--- src/logic/iio_pkg.sv ---
// Purpose: shared constants and types for the isolated input / relay output port
// Assumes: 32-bit AXI4-Lite register bus, 20 MHz clock
// Notes:   offsets are byte addresses of aligned words
package iio_pkg;
  // ----------------------------------------
  // register map
  // ----------------------------------------
  localparam logic [3:0] OFS_INPUT  = 4'h0;
  localparam logic [3:0] OFS_RELAY  = 4'h4;
  localparam logic [3:0] OFS_FILTER = 4'h8;
  localparam logic [7:0] RELAY_RST  = 8'h00;
  localparam logic [7:0] FILTER_RST = 8'h00;
  // ----------------------------------------
  // timing
  // ----------------------------------------
  localparam int CLK_HZ       = 20000000;
  localparam int FILT_TAU_US  = 5000;
  localparam int FILT_CYCLES  = (CLK_HZ / 1000000) * FILT_TAU_US;
  // ----------------------------------------
  // bus answer codes
  // ----------------------------------------
  localparam logic [1:0] RESP_OKAY   = 2'h0;
  localparam logic [1:0] RESP_SLVERR = 2'h2;

  typedef struct packed {
    logic [7:0] relay;
    logic [7:0] filtEn;
  } iio_ctrl_s;
endpackage : iio_pkg

--- src/logic/iio_filter.sv ---
// Purpose: one input channel: pin synchroniser plus switchable low-pass filter
// Assumes: filter modelled as a persistence filter of one time constant
// Notes:   bypass still passes the three-flop synchroniser
`timescale 1ns/1ns
module iio_filter #(
  parameter int CYCLES = iio_pkg::FILT_CYCLES
) (
  // clock and reset
  input  wire logic clock,
  input  wire logic rstn,
  // channel
  input  wire logic pinIn,
  input  wire logic filtEn,
  output logic      state
);
  localparam int CW = $clog2(CYCLES + 1);
  logic [2:0]    sync_r;
  logic [CW-1:0] cnt_r;
  logic          state_r;
  wire           stable  = (sync_r[2] == sync_r[1]);
  wire           differs = stable && (sync_r[1] != state_r);
  wire           done    = (cnt_r == CW'(CYCLES - 1));

  always_ff @(posedge clock or negedge rstn) begin
    if (!rstn) begin
      sync_r  <= 3'h0;
      cnt_r   <= '0;
      state_r <= 1'b0;
    end else begin
      sync_r <= {sync_r[1:0], pinIn};
      if (!differs) begin
        cnt_r <= '0;
      end else if (!filtEn || done) begin
        state_r <= sync_r[1];
        cnt_r   <= '0;
      end else begin
        cnt_r <= cnt_r + CW'(1);
      end
    end
  end
  assign state = state_r;

  filt_hold_a: assert property (@(posedge clock) disable iff (!rstn)
    (filtEn && $changed(state_r)) |-> ($past(done) || !$past(filtEn)))
    else $error("filtered input changed early");
  bypass_pass_a: assert property (@(posedge clock) disable iff (!rstn)
    (!filtEn && differs) |=> (state_r == $past(sync_r[1])))
    else $error("unfiltered input held back");
endmodule : iio_filter

--- src/logic/iio_port.sv ---
// Purpose: eight isolated inputs read as one byte, eight relay drives, AXI4-Lite slave
// Assumes: one clock, relays energised by a high drive output
// Notes:   answers come one cycle after the request is complete
//
// Local design decisions: the AXI4-Lite interface to the registers and the register addresses.
`timescale 1ns/1ns
module iio_port #(
  parameter int FILT_CYCLES = iio_pkg::FILT_CYCLES
) (
  // clock and reset
  input  wire logic        clock,
  input  wire logic        rstn,
  // write address and data
  input  wire logic [3:0]  s_axi_awaddr,
  input  wire logic        s_axi_awvalid,
  output logic             s_axi_awready,
  input  wire logic [31:0] s_axi_wdata,
  input  wire logic [3:0]  s_axi_wstrb,
  input  wire logic        s_axi_wvalid,
  output logic             s_axi_wready,
  // write response
  output logic [1:0]       s_axi_bresp,
  output logic             s_axi_bvalid,
  input  wire logic        s_axi_bready,
  // read
  input  wire logic [3:0]  s_axi_araddr,
  input  wire logic        s_axi_arvalid,
  output logic             s_axi_arready,
  output logic [31:0]      s_axi_rdata,
  output logic [1:0]       s_axi_rresp,
  output logic             s_axi_rvalid,
  input  wire logic        s_axi_rready,
  // field side
  input  wire logic [7:0]  inPins,
  output logic [7:0]       relayDrive
);
  // ----------------------------------------
  // input channels
  // ----------------------------------------
  iio_pkg::iio_ctrl_s ctrl_r;
  logic [7:0]         inState;

  genvar gi;
  generate
    for (gi = 0; gi < 8; gi++) begin : g_ch
      iio_filter #(.CYCLES(FILT_CYCLES)) u_filt (
        .clock  (clock),
        .rstn   (rstn),
        .pinIn  (inPins[gi]),
        .filtEn (ctrl_r.filtEn[gi]),
        .state  (inState[gi])
      );
    end
  endgenerate

  // ----------------------------------------
  // write path
  // ----------------------------------------
  logic        awHeld_r;
  logic        wHeld_r;
  logic [3:0]  awAddr_r;
  logic [31:0] wData_r;
  logic [3:0]  wStrb_r;
  logic        bValid_r;
  logic [1:0]  bResp_r;
  logic [7:0]  relay_r;
  logic        awReady_r;
  logic        wReady_r;

  wire awTake = s_axi_awvalid && !awHeld_r && !bValid_r;
  wire wTake  = s_axi_wvalid && !wHeld_r && !bValid_r;
  wire wrGo   = awHeld_r && wHeld_r && !bValid_r;
  wire selRly = (awAddr_r == iio_pkg::OFS_RELAY);
  wire selFlt = (awAddr_r == iio_pkg::OFS_FILTER);
  wire selIn  = (awAddr_r == iio_pkg::OFS_INPUT);
  wire wrOk   = selRly || selFlt || selIn;
  wire ld0    = wrGo && wStrb_r[0];
  // readies are registered from next-cycle state so every bus output leaves a flop
  wire awHeld_nxt = !wrGo && (awHeld_r || awTake);
  wire wHeld_nxt  = !wrGo && (wHeld_r || wTake);
  wire bValid_nxt = wrGo || (bValid_r && !s_axi_bready);

  always_ff @(posedge clock or negedge rstn) begin
    if (!rstn) begin
      awHeld_r <= 1'b0;
      wHeld_r  <= 1'b0;
      awAddr_r <= 4'h0;
      wData_r  <= 32'h0000_0000;
      wStrb_r  <= 4'h0;
      bValid_r <= 1'b0;
      bResp_r  <= iio_pkg::RESP_OKAY;
      awReady_r <= 1'b1;
      wReady_r  <= 1'b1;
    end else begin
      awReady_r <= !awHeld_nxt && !bValid_nxt;
      wReady_r  <= !wHeld_nxt && !bValid_nxt;
      if (awTake) begin
        awHeld_r <= 1'b1;
        awAddr_r <= {s_axi_awaddr[3:2], 2'h0};
      end
      if (wTake) begin
        wHeld_r <= 1'b1;
        wData_r <= s_axi_wdata;
        wStrb_r <= s_axi_wstrb;
      end
      if (wrGo) begin
        awHeld_r <= 1'b0;
        wHeld_r  <= 1'b0;
        bValid_r <= 1'b1;
        bResp_r  <= wrOk ? iio_pkg::RESP_OKAY : iio_pkg::RESP_SLVERR;
      end else if (bValid_r && s_axi_bready) begin
        bValid_r <= 1'b0;
      end
    end
  end

  // relays and filters rest off at reset
  always_ff @(posedge clock or negedge rstn) begin
    if (!rstn) begin
      ctrl_r.relay  <= iio_pkg::RELAY_RST;
      ctrl_r.filtEn <= iio_pkg::FILTER_RST;
      relay_r       <= iio_pkg::RELAY_RST;
    end else begin
      if (ld0 && selRly) begin
        ctrl_r.relay <= wData_r[7:0];
      end
      if (ld0 && selFlt) begin
        ctrl_r.filtEn <= wData_r[7:0];
      end
      // high energises coil, contact form is wiring only
      relay_r <= ctrl_r.relay;
    end
  end

  assign s_axi_awready = awReady_r;
  assign s_axi_wready  = wReady_r;
  assign s_axi_bvalid  = bValid_r;
  assign s_axi_bresp   = bResp_r;
  assign relayDrive    = relay_r;

  // ----------------------------------------
  // read path
  // ----------------------------------------
  logic        rValid_r;
  logic [31:0] rData_r;
  logic [1:0]  rResp_r;
  logic        arReady_r;

  wire       arTake = s_axi_arvalid && !rValid_r;
  wire       rValid_nxt = arTake || (rValid_r && !s_axi_rready);
  wire [3:0] rAddr  = {s_axi_araddr[3:2], 2'h0};
  wire       rdIn   = (rAddr == iio_pkg::OFS_INPUT);
  wire       rdRly  = (rAddr == iio_pkg::OFS_RELAY);
  wire       rdFlt  = (rAddr == iio_pkg::OFS_FILTER);
  // whole input byte in one read
  // relay readback is the register, not inputs
  wire [7:0] rByte  = rdIn  ? inState :
                      rdRly ? ctrl_r.relay :
                      rdFlt ? ctrl_r.filtEn : 8'h00;

  always_ff @(posedge clock or negedge rstn) begin
    if (!rstn) begin
      rValid_r <= 1'b0;
      rData_r  <= 32'h0000_0000;
      rResp_r  <= iio_pkg::RESP_OKAY;
    end else if (arTake) begin
      rValid_r <= 1'b1;
      rData_r  <= {24'h00_0000, rByte};
      rResp_r  <= (rdIn || rdRly || rdFlt) ? iio_pkg::RESP_OKAY : iio_pkg::RESP_SLVERR;
    end else if (rValid_r && s_axi_rready) begin
      rValid_r <= 1'b0;
    end
  end

  always_ff @(posedge clock or negedge rstn) begin
    if (!rstn) begin
      arReady_r <= 1'b1;
    end else begin
      arReady_r <= !rValid_nxt;
    end
  end

  assign s_axi_arready = arReady_r;
  assign s_axi_rvalid  = rValid_r;
  assign s_axi_rdata   = rData_r;
  assign s_axi_rresp   = rResp_r;

  // ----------------------------------------
  // checks
  // ----------------------------------------
  // write reaches the drive two cycles on
  relay_write_a: assert property (@(posedge clock) disable iff (!rstn)
    (ld0 && selRly) |-> ##2 (relayDrive == $past(wData_r[7:0], 2)))
    else $error("relay drive missed write");
  relay_read_a: assert property (@(posedge clock) disable iff (!rstn)
    (arTake && rdRly) |=> (s_axi_rdata[7:0] == $past(ctrl_r.relay)))
    else $error("relay readback wrong");
  input_read_a: assert property (@(posedge clock) disable iff (!rstn)
    (arTake && rdIn) |=> (s_axi_rdata == {24'h00_0000, $past(inState)}))
    else $error("input byte wrong");
  drive_track_a: assert property (@(posedge clock) disable iff (!rstn)
    1'b1 |=> (relayDrive == $past(ctrl_r.relay)))
    else $error("drive not tracking register");
  drive_idle_a: assert property (@(posedge clock) disable iff (!rstn)
    (!(ld0 && selRly))[*2] ##0 $stable(ctrl_r.relay) |=> $stable(relayDrive))
    else $error("relay moved without write");
  // no relay energised out of reset
  reset_off_a: assert property (@(posedge clock)
    $rose(rstn) |-> (relayDrive == 8'h00))
    else $error("relay energised after reset");
  filter_write_a: assert property (@(posedge clock) disable iff (!rstn)
    (ld0 && selFlt) |=> (ctrl_r.filtEn == $past(wData_r[7:0])))
    else $error("filter enable missed write");
  // write answer one cycle after both halves
  write_resp_a: assert property (@(posedge clock) disable iff (!rstn)
    wrGo |=> s_axi_bvalid)
    else $error("write response late");
  reset_filt_a: assert property (@(posedge clock)
    $rose(rstn) |-> (ctrl_r.filtEn == 8'h00))
    else $error("filter enabled after reset");
  write_ready_a: assert property (@(posedge clock) disable iff (!rstn)
    (s_axi_awready == (!awHeld_r && !bValid_r)) &&
    (s_axi_wready == (!wHeld_r && !bValid_r)))
    else $error("write ready out of step");
  // read ready low while answer stands
  read_ready_a: assert property (@(posedge clock) disable iff (!rstn)
    s_axi_arready == !s_axi_rvalid)
    else $error("read ready out of step");
endmodule : iio_port

--- config.mk ---
export PLATFORM = sky130hd
export DESIGN_NAME = iio_port
export DESIGN_NICKNAME = d
export VERILOG_FILES = /design/src/logic/iio_pkg.sv /design/src/logic/iio_filter.sv /design/src/logic/iio_port.sv
export SDC_FILE = /design/constraint.sdc
export NUM_CORES = 1
export LEC_CHECK = 0
export ABC_AREA = 1
export BUFFER_PORTS_ARGS = -buffer_cell sky130_fd_sc_hd__buf_2
export CELL_PAD_IN_SITES_DETAIL_PLACEMENT = 1
export CELL_PAD_IN_SITES_GLOBAL_PLACEMENT = 2
export CORE_ASPECT_RATIO = 2
export CORE_MARGIN = 2
export CORE_UTILIZATION = 37
export CTS_CLUSTER_DIAMETER = 200
export DETAILED_ROUTE_END_ITERATION = 6
export GPL_ROUTABILITY_DRIVEN = 0
export HOLD_SLACK_MARGIN = 0.02
export PLACE_DENSITY = 0.86
export SKIP_CTS_REPAIR_TIMING = 1
export SKIP_LAST_GASP = 1
export SLEW_MARGIN = 20
export SYNTH_ARGS = -nofsm -noshare
export SYNTH_HDL_FRONTEND = slang
export SYNTH_HIERARCHICAL = 1
export SYNTH_SLANG_ARGS = --single-unit
export TNS_END_PERCENT = 50
--- constraint.sdc ---
create_clock -name clock -period 1.52 [get_ports clock]
set_input_delay 0.228 -clock clock [delete_from_list [all_inputs] [get_ports clock]]
set_output_delay 0.228 -clock clock [all_outputs]
set_load 0.02 [all_outputs]
==> flow_metrics.tcl, run 1 <==
set metrics [dict create \
    critPathMaxFanout 8 \
    dp_hpwl_mm 19.6 \
    io_pins 108 \
    ys_seq_area_frac 0.480 \
    seqCellArea_um2 5510 \
    cts_inserted_buffers 23 \
    final_nets 1513 \
    clockBufferDepth 3 \
    crit_type "reg2reg" \
    post-route-min-period_ns 1.47 \
    grt_overflow 0 \
    postRouteAntennaNets 0 \
    routedWlPerCell_um 15.4 \
    fillers 3629 \
    vias 9175 \
    n_antenna_cell 0 \
    final_cell_mix "nand2_1 (295), dfrtp_1 (217), nor2_1 (150)" \
    drc 0 \
    drive_gt1_frac 0.240 \
    dominantRegCellSynth "dfrtp_1" \
    ys_ff_latch 220 \
    setup_viol 0 \
    track_usage 0.171 \
    crit_slowest_cell "dfrtp_1" \
    cts.sinks 220 \
    initial_core_util 0.374 \
    rsz0062_at_grt "true" \
    die_h_um 253 \
    antenna_found_initial 0 \
    finalCritPeriodShare 0.965 \
    synth_area_um2 11500 \
    netlist-cell-type-count 32 \
    grt_pass1_wl_mm 46.1 \
    yosys_warnings 6 \
    placementRows 91 \
    arrival_ns 1.91 \
    core_area_um2 30600 \
    grt_pass1_vias 9553 \
    tightestPinTransition_ns 0.650 \
    dr.pass1.iters 4 \
    layout_commonest_cell "nand2_1" \
    fin_hold_ws_ns -0.0109 \
    cts-root-buf "clkbuf_16" \
    avgSynthCellArea_um2 8.65 \
    syn_inst 1326 \
    hold_viol 1 \
    clk_latency_ns 0.54 \
    multi_input_area_um2 5360 \
    crit_path_max_incr_delay_ns 0.41 \
    worst_setup_path_start_kind "register" \
    first_iter_violations 372 \
    htreeDepth 1 \
    hp-class "in2reg" \
    drv_cap 0 \
    wl_mm 28.2 \
    clk_pin_slew_ns 0.07 \
    dieWidth_um 128 \
    status "finished, violations left" \
    endpoint_kind "register" \
    finClkSkew_ns 0.0196 \
    dieArea_um2 32500 \
    synth_edf_count 0 \
    portBuffers 50 \
    fin_area_um2 13300 \
    syn2layout_area_growth_pct 16.3 \
    powerDensity_nw_per_um2 1160 \
    cp.required_ns 1.97 \
    via_per_inst 5.01 \
    violations "hold timing" \
    p_leak_nw 5.69 \
    cts_tree "done" \
    postPlaceCellArea_um2 12100 \
    grt_max_degree 64 \
    cp_cell_sequence "ha_1 > nand3_2 > nor2_2 > nand2_2 > nand3_2 > nor2_2" \
    drv_slew 0 \
    irDropWorstVdd_uv 1080 \
    max_freq_ghz 0.682 \
    totalNegativeSetupSlack_ns 0 \
    async_flop_share 1.00 \
    relSlewSlack 0.565 \
]
==> metrics by stage <==
step	power (mW)	util	hold WS, ns	cells	setup WS [ns]
6_report	15.5	0.435	-0.0109	1833	0.0529
5_1_grt	16.3	0.435	0.0315	1833	-0.0381
4_1_cts	15.5	0.420	-0.409	1793	-0.0123
3_5_place_dp	9.80	0.396	0.156	1753	0.0258
3_3_place_gp	9.61	0.396	0.146	1753	0.0914
2_1_floorplan	8.86	-	-0.0676	1351	0.188
==> sequential cells by signal, indices dropped and copies added (netlist names), 2 cells and up <==
name                count
wData_r                 8
g_ch.u_filt/cnt_r     136
awAddr_r                2
ctrl_r                 16
g_ch.u_filt/sync_r     24
s_axi_rdata             8
g_ch.u_filt/state       8
relayDrive              8
==> cell families (layout without fill, tap and decap cells) <==
kind of cell    after synthesis  in the layout  share of synthesized area
xor+xnor                     67             67                     0.0512
flops                       220            220                      0.480
compound gates               33             33                     0.0179
other cells                   1             26                   0.000327
fa+ha+maj                     8              8                    0.00873
simple gates                826            832                      0.368
buf+inv                     171            275                     0.0738
==> where the power goes <==
group | internal, mW | switching, mW | total, mW
clock network | 3.17 | 2.45 | 5.62
logic | 0.887 | 1.80 | 2.69
registers | 6.50 | 0.687 | 7.19
total | 10.6 | 4.94 | 15.5
==> Yosys cell counts (5+ instances only) <==
cell     number  share of area
nand4_1      67          0.037
nand3_1     103          0.045
o21ai_1      15         0.0065
nor3_2       22          0.019
xnor2_1      15          0.011
nand3_4      10          0.015
nand2_1     297          0.097
a21oi_2       7         0.0053
o21ai_0       5         0.0022
nor2_4       10         0.0098
buf_4        27          0.018
nor2_2       99          0.054
nand2_2      18         0.0098
dfrtp_1     217           0.47
nor2_1      152          0.050
nand3_2      22          0.019
inv_2        21         0.0069
nor3_1       24          0.010
buf_8         8          0.010
ha_1          8         0.0087
inv_1       109          0.036
xor2_1       52          0.040
==> layer usage <==
metal | global-route usage | wire, um
met5 | 0 | 0
met4 | 0.0505 | 608
met3 | 0.0230 | 938
met2 | 0.303 | 14500
met1 | 0.216 | 12100
==> path summary, 6_finish.rpt <==
kind                                                            to  slack, ns                          startpoint  cells past startpoint
worst min register to register  g_ch[6].u_filt/sync_r[1]$_DFF_PN0_       0.35  g_ch[6].u_filt/sync_r[0]$_DFF_PN0_                      0
worst max-delay path             g_ch[1].u_filt/cnt_r[3]$_DFF_PN0_       0.05   g_ch[1].u_filt/cnt_r[1]$_DFF_PN0_                      6
worst min-delay path                      s_axi_rvalid$_DFFE_PN0P_      -0.01                        s_axi_rready                      4
max in group asynchronous       g_ch[3].u_filt/cnt_r[12]$_DFF_PN0_       0.67                                rstn                      3
worst max register to register   g_ch[1].u_filt/cnt_r[3]$_DFF_PN0_       0.05   g_ch[1].u_filt/cnt_r[1]$_DFF_PN0_                      6
min in group asynchronous       g_ch[1].u_filt/cnt_r[15]$_DFF_PN0_       0.20                                rstn                      2
==> critical path: cells and delay by family (launching register included) <==
family	cells	cell delay, ns
and+or+nand+nor	5	0.74
DFF	1	0.41
adders and majority gates	1	0.24
==> cell type report <==
type                       instances  area share
clock buffer                      31      0.0484
clock inverter                     9     0.00704
inverter                         130      0.0366
multi-input combinational        966       0.402
sequential                       220       0.413
tap                              372      0.0349
timing repair buffer             105      0.0582
(Power assumes the default switching activity.)
==> run 2: changes to the inputs <==
--- a/config.mk
+++ b/config.mk
@@ -12,6 +12,7 @@
 export CORE_ASPECT_RATIO = 2
 export CORE_MARGIN = 2
 export CORE_UTILIZATION = 37
+export CTS_BUF_LIST = sky130_fd_sc_hd__clkbuf_16
 export CTS_CLUSTER_DIAMETER = 200
 export DETAILED_ROUTE_END_ITERATION = 6
 export GPL_ROUTABILITY_DRIVEN = 0
==> run 2 against run 1 <==
Effect of this change:
- the run still ends with hold timing left
- register-to-register slack about the same
- first-iteration DRC count decreased by 6.5%
- non-clock buffer count is 1 lower
- critical path depth did not move
- hold slack better by 0.0020 ns
- global-route usage hardly changed
- clock-buffer cell count decreased by 8
- design area down 0.25%
- via count barely moved
- clock power fell by 4.3%
- critical endpoint unchanged
- largest cell class unchanged
- highest routed layer unchanged
==> flow_metrics.tcl, run 2 (synthesized netlist as in run 1, its figures left out) <==
set metrics [dict create \
    finalCritPeriodShare 0.964 \
    portBuffers 50 \
    arrival_ns 1.91 \
    status "finished, violations left" \
    first_iter_violations 348 \
    clk_pin_slew_ns 0.07 \
    dieWidth_um 128 \
    cts_inserted_buffers 23 \
    holdCritStartpoint "s_axi_rready" \
    drive_gt1_frac 0.237 \
    relSlewSlack 0.556 \
    hold_viol 1 \
    antenna_found_initial 0 \
    final.setup.worst_slack_ns 0.0545 \
    cts_tree "done" \
    finClkSkew_ns 0.0153 \
    largest_reg_flops 136 \
    largestRegisters "g_ch.u_filt/cnt_r: 136 flops, g_ch.u_filt/sync_r: 24 flops, ctrl_r: 16 flops" \
    clk_latency_ns 0.53 \
    drv_cap 0 \
    critPathMaxFanout 8 \
    htreeDepth 1 \
    intPower_mw 10.3 \
    clockBufferDepth 3 \
    p_switching_mw 4.95 \
    dr_wl_met2_mm 14.5 \
    worst_setup_path_start_kind "register" \
    layout_commonest_cell "nand2_1" \
    via_per_inst 5.01 \
    dr.pass1.iters 4 \
    crit_path_start "g_ch[1].u_filt/cnt_r[1]$_DFF_PN0_" \
    cts.sinks 220 \
    setup_viol 0 \
    met1Wirelength_mm 12.4 \
    powerDensity_nw_per_um2 1150 \
    post-route-min-period_ns 1.47 \
    die_h_um 253 \
    met3_length_um 805 \
    grt_max_degree 64 \
    fin_hold_ws_ns -0.00888 \
    multi_input_area_um2 5390 \
    violations "hold timing" \
    regMostFlops "g_ch.u_filt/cnt_r" \
    irDropWorstVdd_uv 1180 \
    routedWlPerCell_um 15.4 \
    wl_mm 28.3 \
    final_core_util 0.434 \
    syn2layout_area_growth_pct 16.0 \
    seqCellArea_um2 5510 \
    rsz0062_at_grt "true" \
    initial_core_util 0.374 \
    dieArea_um2 32500 \
    max_freq_ghz 0.682 \
    p_leak_nw 5.66 \
    cts-root-buf "clkbuf_16" \
    fillers 3636 \
    core_area_um2 30600 \
    tightestPinTransition_ns 0.663 \
    seqPwrFrac 0.471 \
    final_nets 1513 \
    placementRows 91 \
    n_antenna_cell 0 \
    power_frac_clock 0.352 \
    drc 0 \
    cp.required_ns 1.97 \
    io_pins 108 \
    postRouteAntennaNets 0 \
    drv_slew 0 \
    fin_cells 1833 \
    endpoint_kind "register" \
    timing.rr.start "g_ch[1].u_filt/cnt_r[1]$_DFF_PN0_" \
    routed.top_layer "met4" \
    crit_type "reg2reg" \
    post-place-ws_ns 0.0258 \
    dp.cells 1753 \
    dp_hpwl_mm 19.6 \
    report.power.total_mw 15.3 \
    p_sw_frac 0.324 \
    grt_pass1_vias 9541 \
    combPwrFrac 0.177 \
    track_usage 0.171 \
    grt_pass1_wl_mm 45.9 \
    hp-class "in2reg" \
    grt_overflow 0 \
    final_cell_mix "nand2_1 (295), dfrtp_1 (217), nor2_1 (150)" \
    vias 9179 \
]
-- run 2: changes by cell type in the layout (fill, tap and decap cells not counted), moves of 2 or more --
cell / change
clkbuf_1: -4
clkinv_1: +4
inv_1: +4
nand3_4: +2
clkbuf_8: -4
-- run 2: power groups by stage --
stage / registers, mW / logic, mW / clock network [mW]
global route: 7.28 / 3.04 / 5.76
CTS: 7.15 / 2.56 / 5.58
detailed placement: 7.25 / 2.54 / 0
finish: 7.19 / 2.70 / 5.38
global placement: 7.21 / 2.40 / 0
floorplan: 7.24 / 1.62 / 0
-- run 2: layout make-up --
cell class                      count  share of cell area
Sequential cell                   220               0.414
Multi-Input combinational cell    967               0.405
Timing Repair Buffer              104              0.0568
Clock buffer                       23              0.0433
Inverter                          130              0.0367
Tap cell                          372              0.0350
Clock inverter                     17             0.00931
-- run 2: through the flow --
stage / setup TNS [ns] / cell area [um2]
final: 0 / 13300
after CTS: -0.0249 / 12800
after global placement: 0 / 12100
after floorplan: 0 / 11600
after global routing: -0.868 / 13300
after detailed placement: 0 / 12100
-- run 2: critical path: stages, from the launching register on --
cell	delay [ns]
dfrtp_1	0.41
ha_1	0.24
nand3_2	0.16
nor2_2	0.06
nand2_2	0.12
nand3_2	0.25
nor2_2	0.15
-- run 2: worst paths after layout --
kind	to	slack, ns	cells after the start
worst max-delay path	g_ch[1].u_filt/cnt_r[3]$_DFF_PN0_	0.05	6
worst min-delay path	s_axi_rvalid$_DFFE_PN0P_	-0.009	4
worst max register to register	g_ch[1].u_filt/cnt_r[3]$_DFF_PN0_	0.05	6
worst min register to register	g_ch[6].u_filt/sync_r[1]$_DFF_PN0_	0.36	0
max in group asynchronous	g_ch[3].u_filt/cnt_r[12]$_DFF_PN0_	0.66	3
min in group asynchronous	g_ch[1].u_filt/cnt_r[15]$_DFF_PN0_	0.19	2
-- run 2: layer usage --
layer / vias up / GRT usage
met5: - / 0
met4: 0 / 0.0509
met3: 44 / 0.0226
met2: 109 / 0.302
met1: 4565 / 0.215
li1: 4461 / -
==> run 3: changes to the inputs <==
==> constraint.sdc (replaced) <==
create_clock -name clock -period 1.52 [get_ports clock]
set_input_delay 0.076 -clock clock [delete_from_list [all_inputs] [get_ports clock]]
set_output_delay 0.076 -clock clock [all_outputs]
set_load 0.02 [all_outputs]
==> run 3 against run 2 <==
Effect of this change:
- the flow now finishes without violations
- critical path depth did not move
- register-to-register slack is essentially flat
- sequential cell count is the same
- via count is 1.5% lower
- sequential power barely moved
- combinational power fell by 2%
- critical path type unchanged
- largest cell class unchanged
==> flow_metrics.tcl, run 3 (synthesized netlist as in run 1, its figures left out) <==
set metrics [dict create \
    status "finished clean" \
    cts_inserted_buffers 24 \
    p_leak_nw 5.74 \
    crit_path_max_incr_delay_ns 0.38 \
    worst_setup_path_start_kind "register" \
    cts-root-buf "clkbuf_16" \
    rsz0062_at_grt "true" \
    antenna_found_initial 0 \
    clockBufferDepth 3 \
    cp_num_buf_inv 0 \
    htreeDepth 1 \
    regMostFlops "g_ch.u_filt/cnt_r" \
    cp_cell_sequence "ha_1 > nand3_2 > nor2_2 > nand2_2 > nand3_4 > nor2_1" \
    final_cell_mix "nand2_1 (294), dfrtp_1 (217), nor2_1 (150)" \
    fin_hold_ws_ns 0.0805 \
    portBuffers 50 \
    report.power.total_mw 15.8 \
    powerDensity_nw_per_um2 1180 \
    syn2layout_area_growth_pct 16.8 \
    grt_overflow 0 \
    critPathTopFamily "simple AND/OR/NAND/NOR gates" \
    totalNegativeSetupSlack_ns 0 \
    final_core_util 0.437 \
    routedWlPerCell_um 15.2 \
    dr.pass1.iters 4 \
    finalCritPeriodShare 0.956 \
    first_iter_violations 369 \
    finClkSkew_ns 0.00953 \
    vias 9041 \
    tightestPinTransition_ns 0.625 \
    grt_max_degree 56 \
    irDropWorstVdd_uv 998 \
    drv_slew 0 \
    dieArea_um2 32500 \
    cts_tree "done" \
    relSlewSlack 0.582 \
    max_freq_ghz 0.688 \
    n_antenna_cell 0 \
    initial_core_util 0.374 \
    endpoint_kind "register" \
    post-route-min-period_ns 1.45 \
    final_nets 1512 \
    largest_reg_flops 136 \
    drc 0 \
    largestRegisters "g_ch.u_filt/cnt_r: 136 flops, g_ch.u_filt/sync_r: 24 flops, ctrl_r: 16 flops" \
    critPathMaxFanout 17 \
    crit_slowest_cell "dfrtp_1" \
    dieWidth_um 128 \
    drv_cap 0 \
    drive_gt1_frac 0.230 \
    core_area_um2 30600 \
    via_per_inst 4.93 \
    arrival_ns 1.86 \
    setup_viol 0 \
    postRouteAntennaNets 0 \
    wl_mm 27.8 \
    die_h_um 253 \
    clk_pin_slew_ns 0.06 \
    cp.required_ns 1.92 \
    dp_hpwl_mm 19.4 \
    placementRows 91 \
    clk_latency_ns 0.53 \
    grt_pass1_vias 9494 \
    io_pins 108 \
    hold_viol 0 \
    grt_pass1_wl_mm 45.7 \
    crit_type "reg2reg" \
    track_usage 0.170 \
    hp-class "in2async" \
    cts.sinks 220 \
    layout_commonest_cell "nand2_1" \
]
-- run 3: final timing paths --
kind                                                     from                                  to  slack (ns)  cells past startpoint
setup / recovery            g_ch[1].u_filt/cnt_r[1]$_DFF_PN0_   g_ch[1].u_filt/cnt_r[7]$_DFF_PN0_        0.07                      6
hold reg to reg            g_ch[5].u_filt/sync_r[0]$_DFF_PN0_  g_ch[5].u_filt/sync_r[1]$_DFF_PN0_        0.34                      0
min in group clock                                  inPins[1]  g_ch[1].u_filt/sync_r[0]$_DFF_PN0_        0.20                      2
hold / removal                                           rstn  g_ch[1].u_filt/cnt_r[15]$_DFF_PN0_        0.08                      2
setup reg to reg            g_ch[1].u_filt/cnt_r[1]$_DFF_PN0_   g_ch[1].u_filt/cnt_r[7]$_DFF_PN0_        0.07                      6
max in group asynchronous                                rstn  g_ch[7].u_filt/cnt_r[11]$_DFF_PN0_        0.84                      3
-- run 3: layout make-up --
cell class	count	area [um2]
fill	3623	17200
timing repair buffer	104	811
clock inverter	19	180
sequential	220	5510
multi-input combinational	965	5320
tap	372	465
inverter	130	488
clock buffer	25	626
-- run 3: metrics by stage --
stage | cells | area [um2] | setup WS, ns
2_1_floorplan | 1351 | 11600 | 0.188
3_3_place_gp | 1755 | 12200 | 0.0897
3_5_place_dp | 1755 | 12200 | 0.0309
4_1_cts | 1799 | 13000 | -0.0506
5_1_grt | 1835 | 13400 | -0.0609
6_report | 1835 | 13400 | 0.0669
-- run 3: layer usage --
metal  track usage  wire length [um]  part of all wire  vias up
li1              -                 -                 -     4448
met1         0.214             12200              0.44     4464
met2         0.302             14400              0.52      101
met3        0.0230               818             0.029       28
met4        0.0440               445             0.016        0
met5             0                 0                 0        -
-- run 3: power breakdown --
group          leakage (nW)  switching [mW]  internal (mW)  total (mW)
clock network         0.418            2.36           3.63        5.99
registers              2.93           0.682           6.50        7.18
logic                  2.39            1.80          0.855        2.65
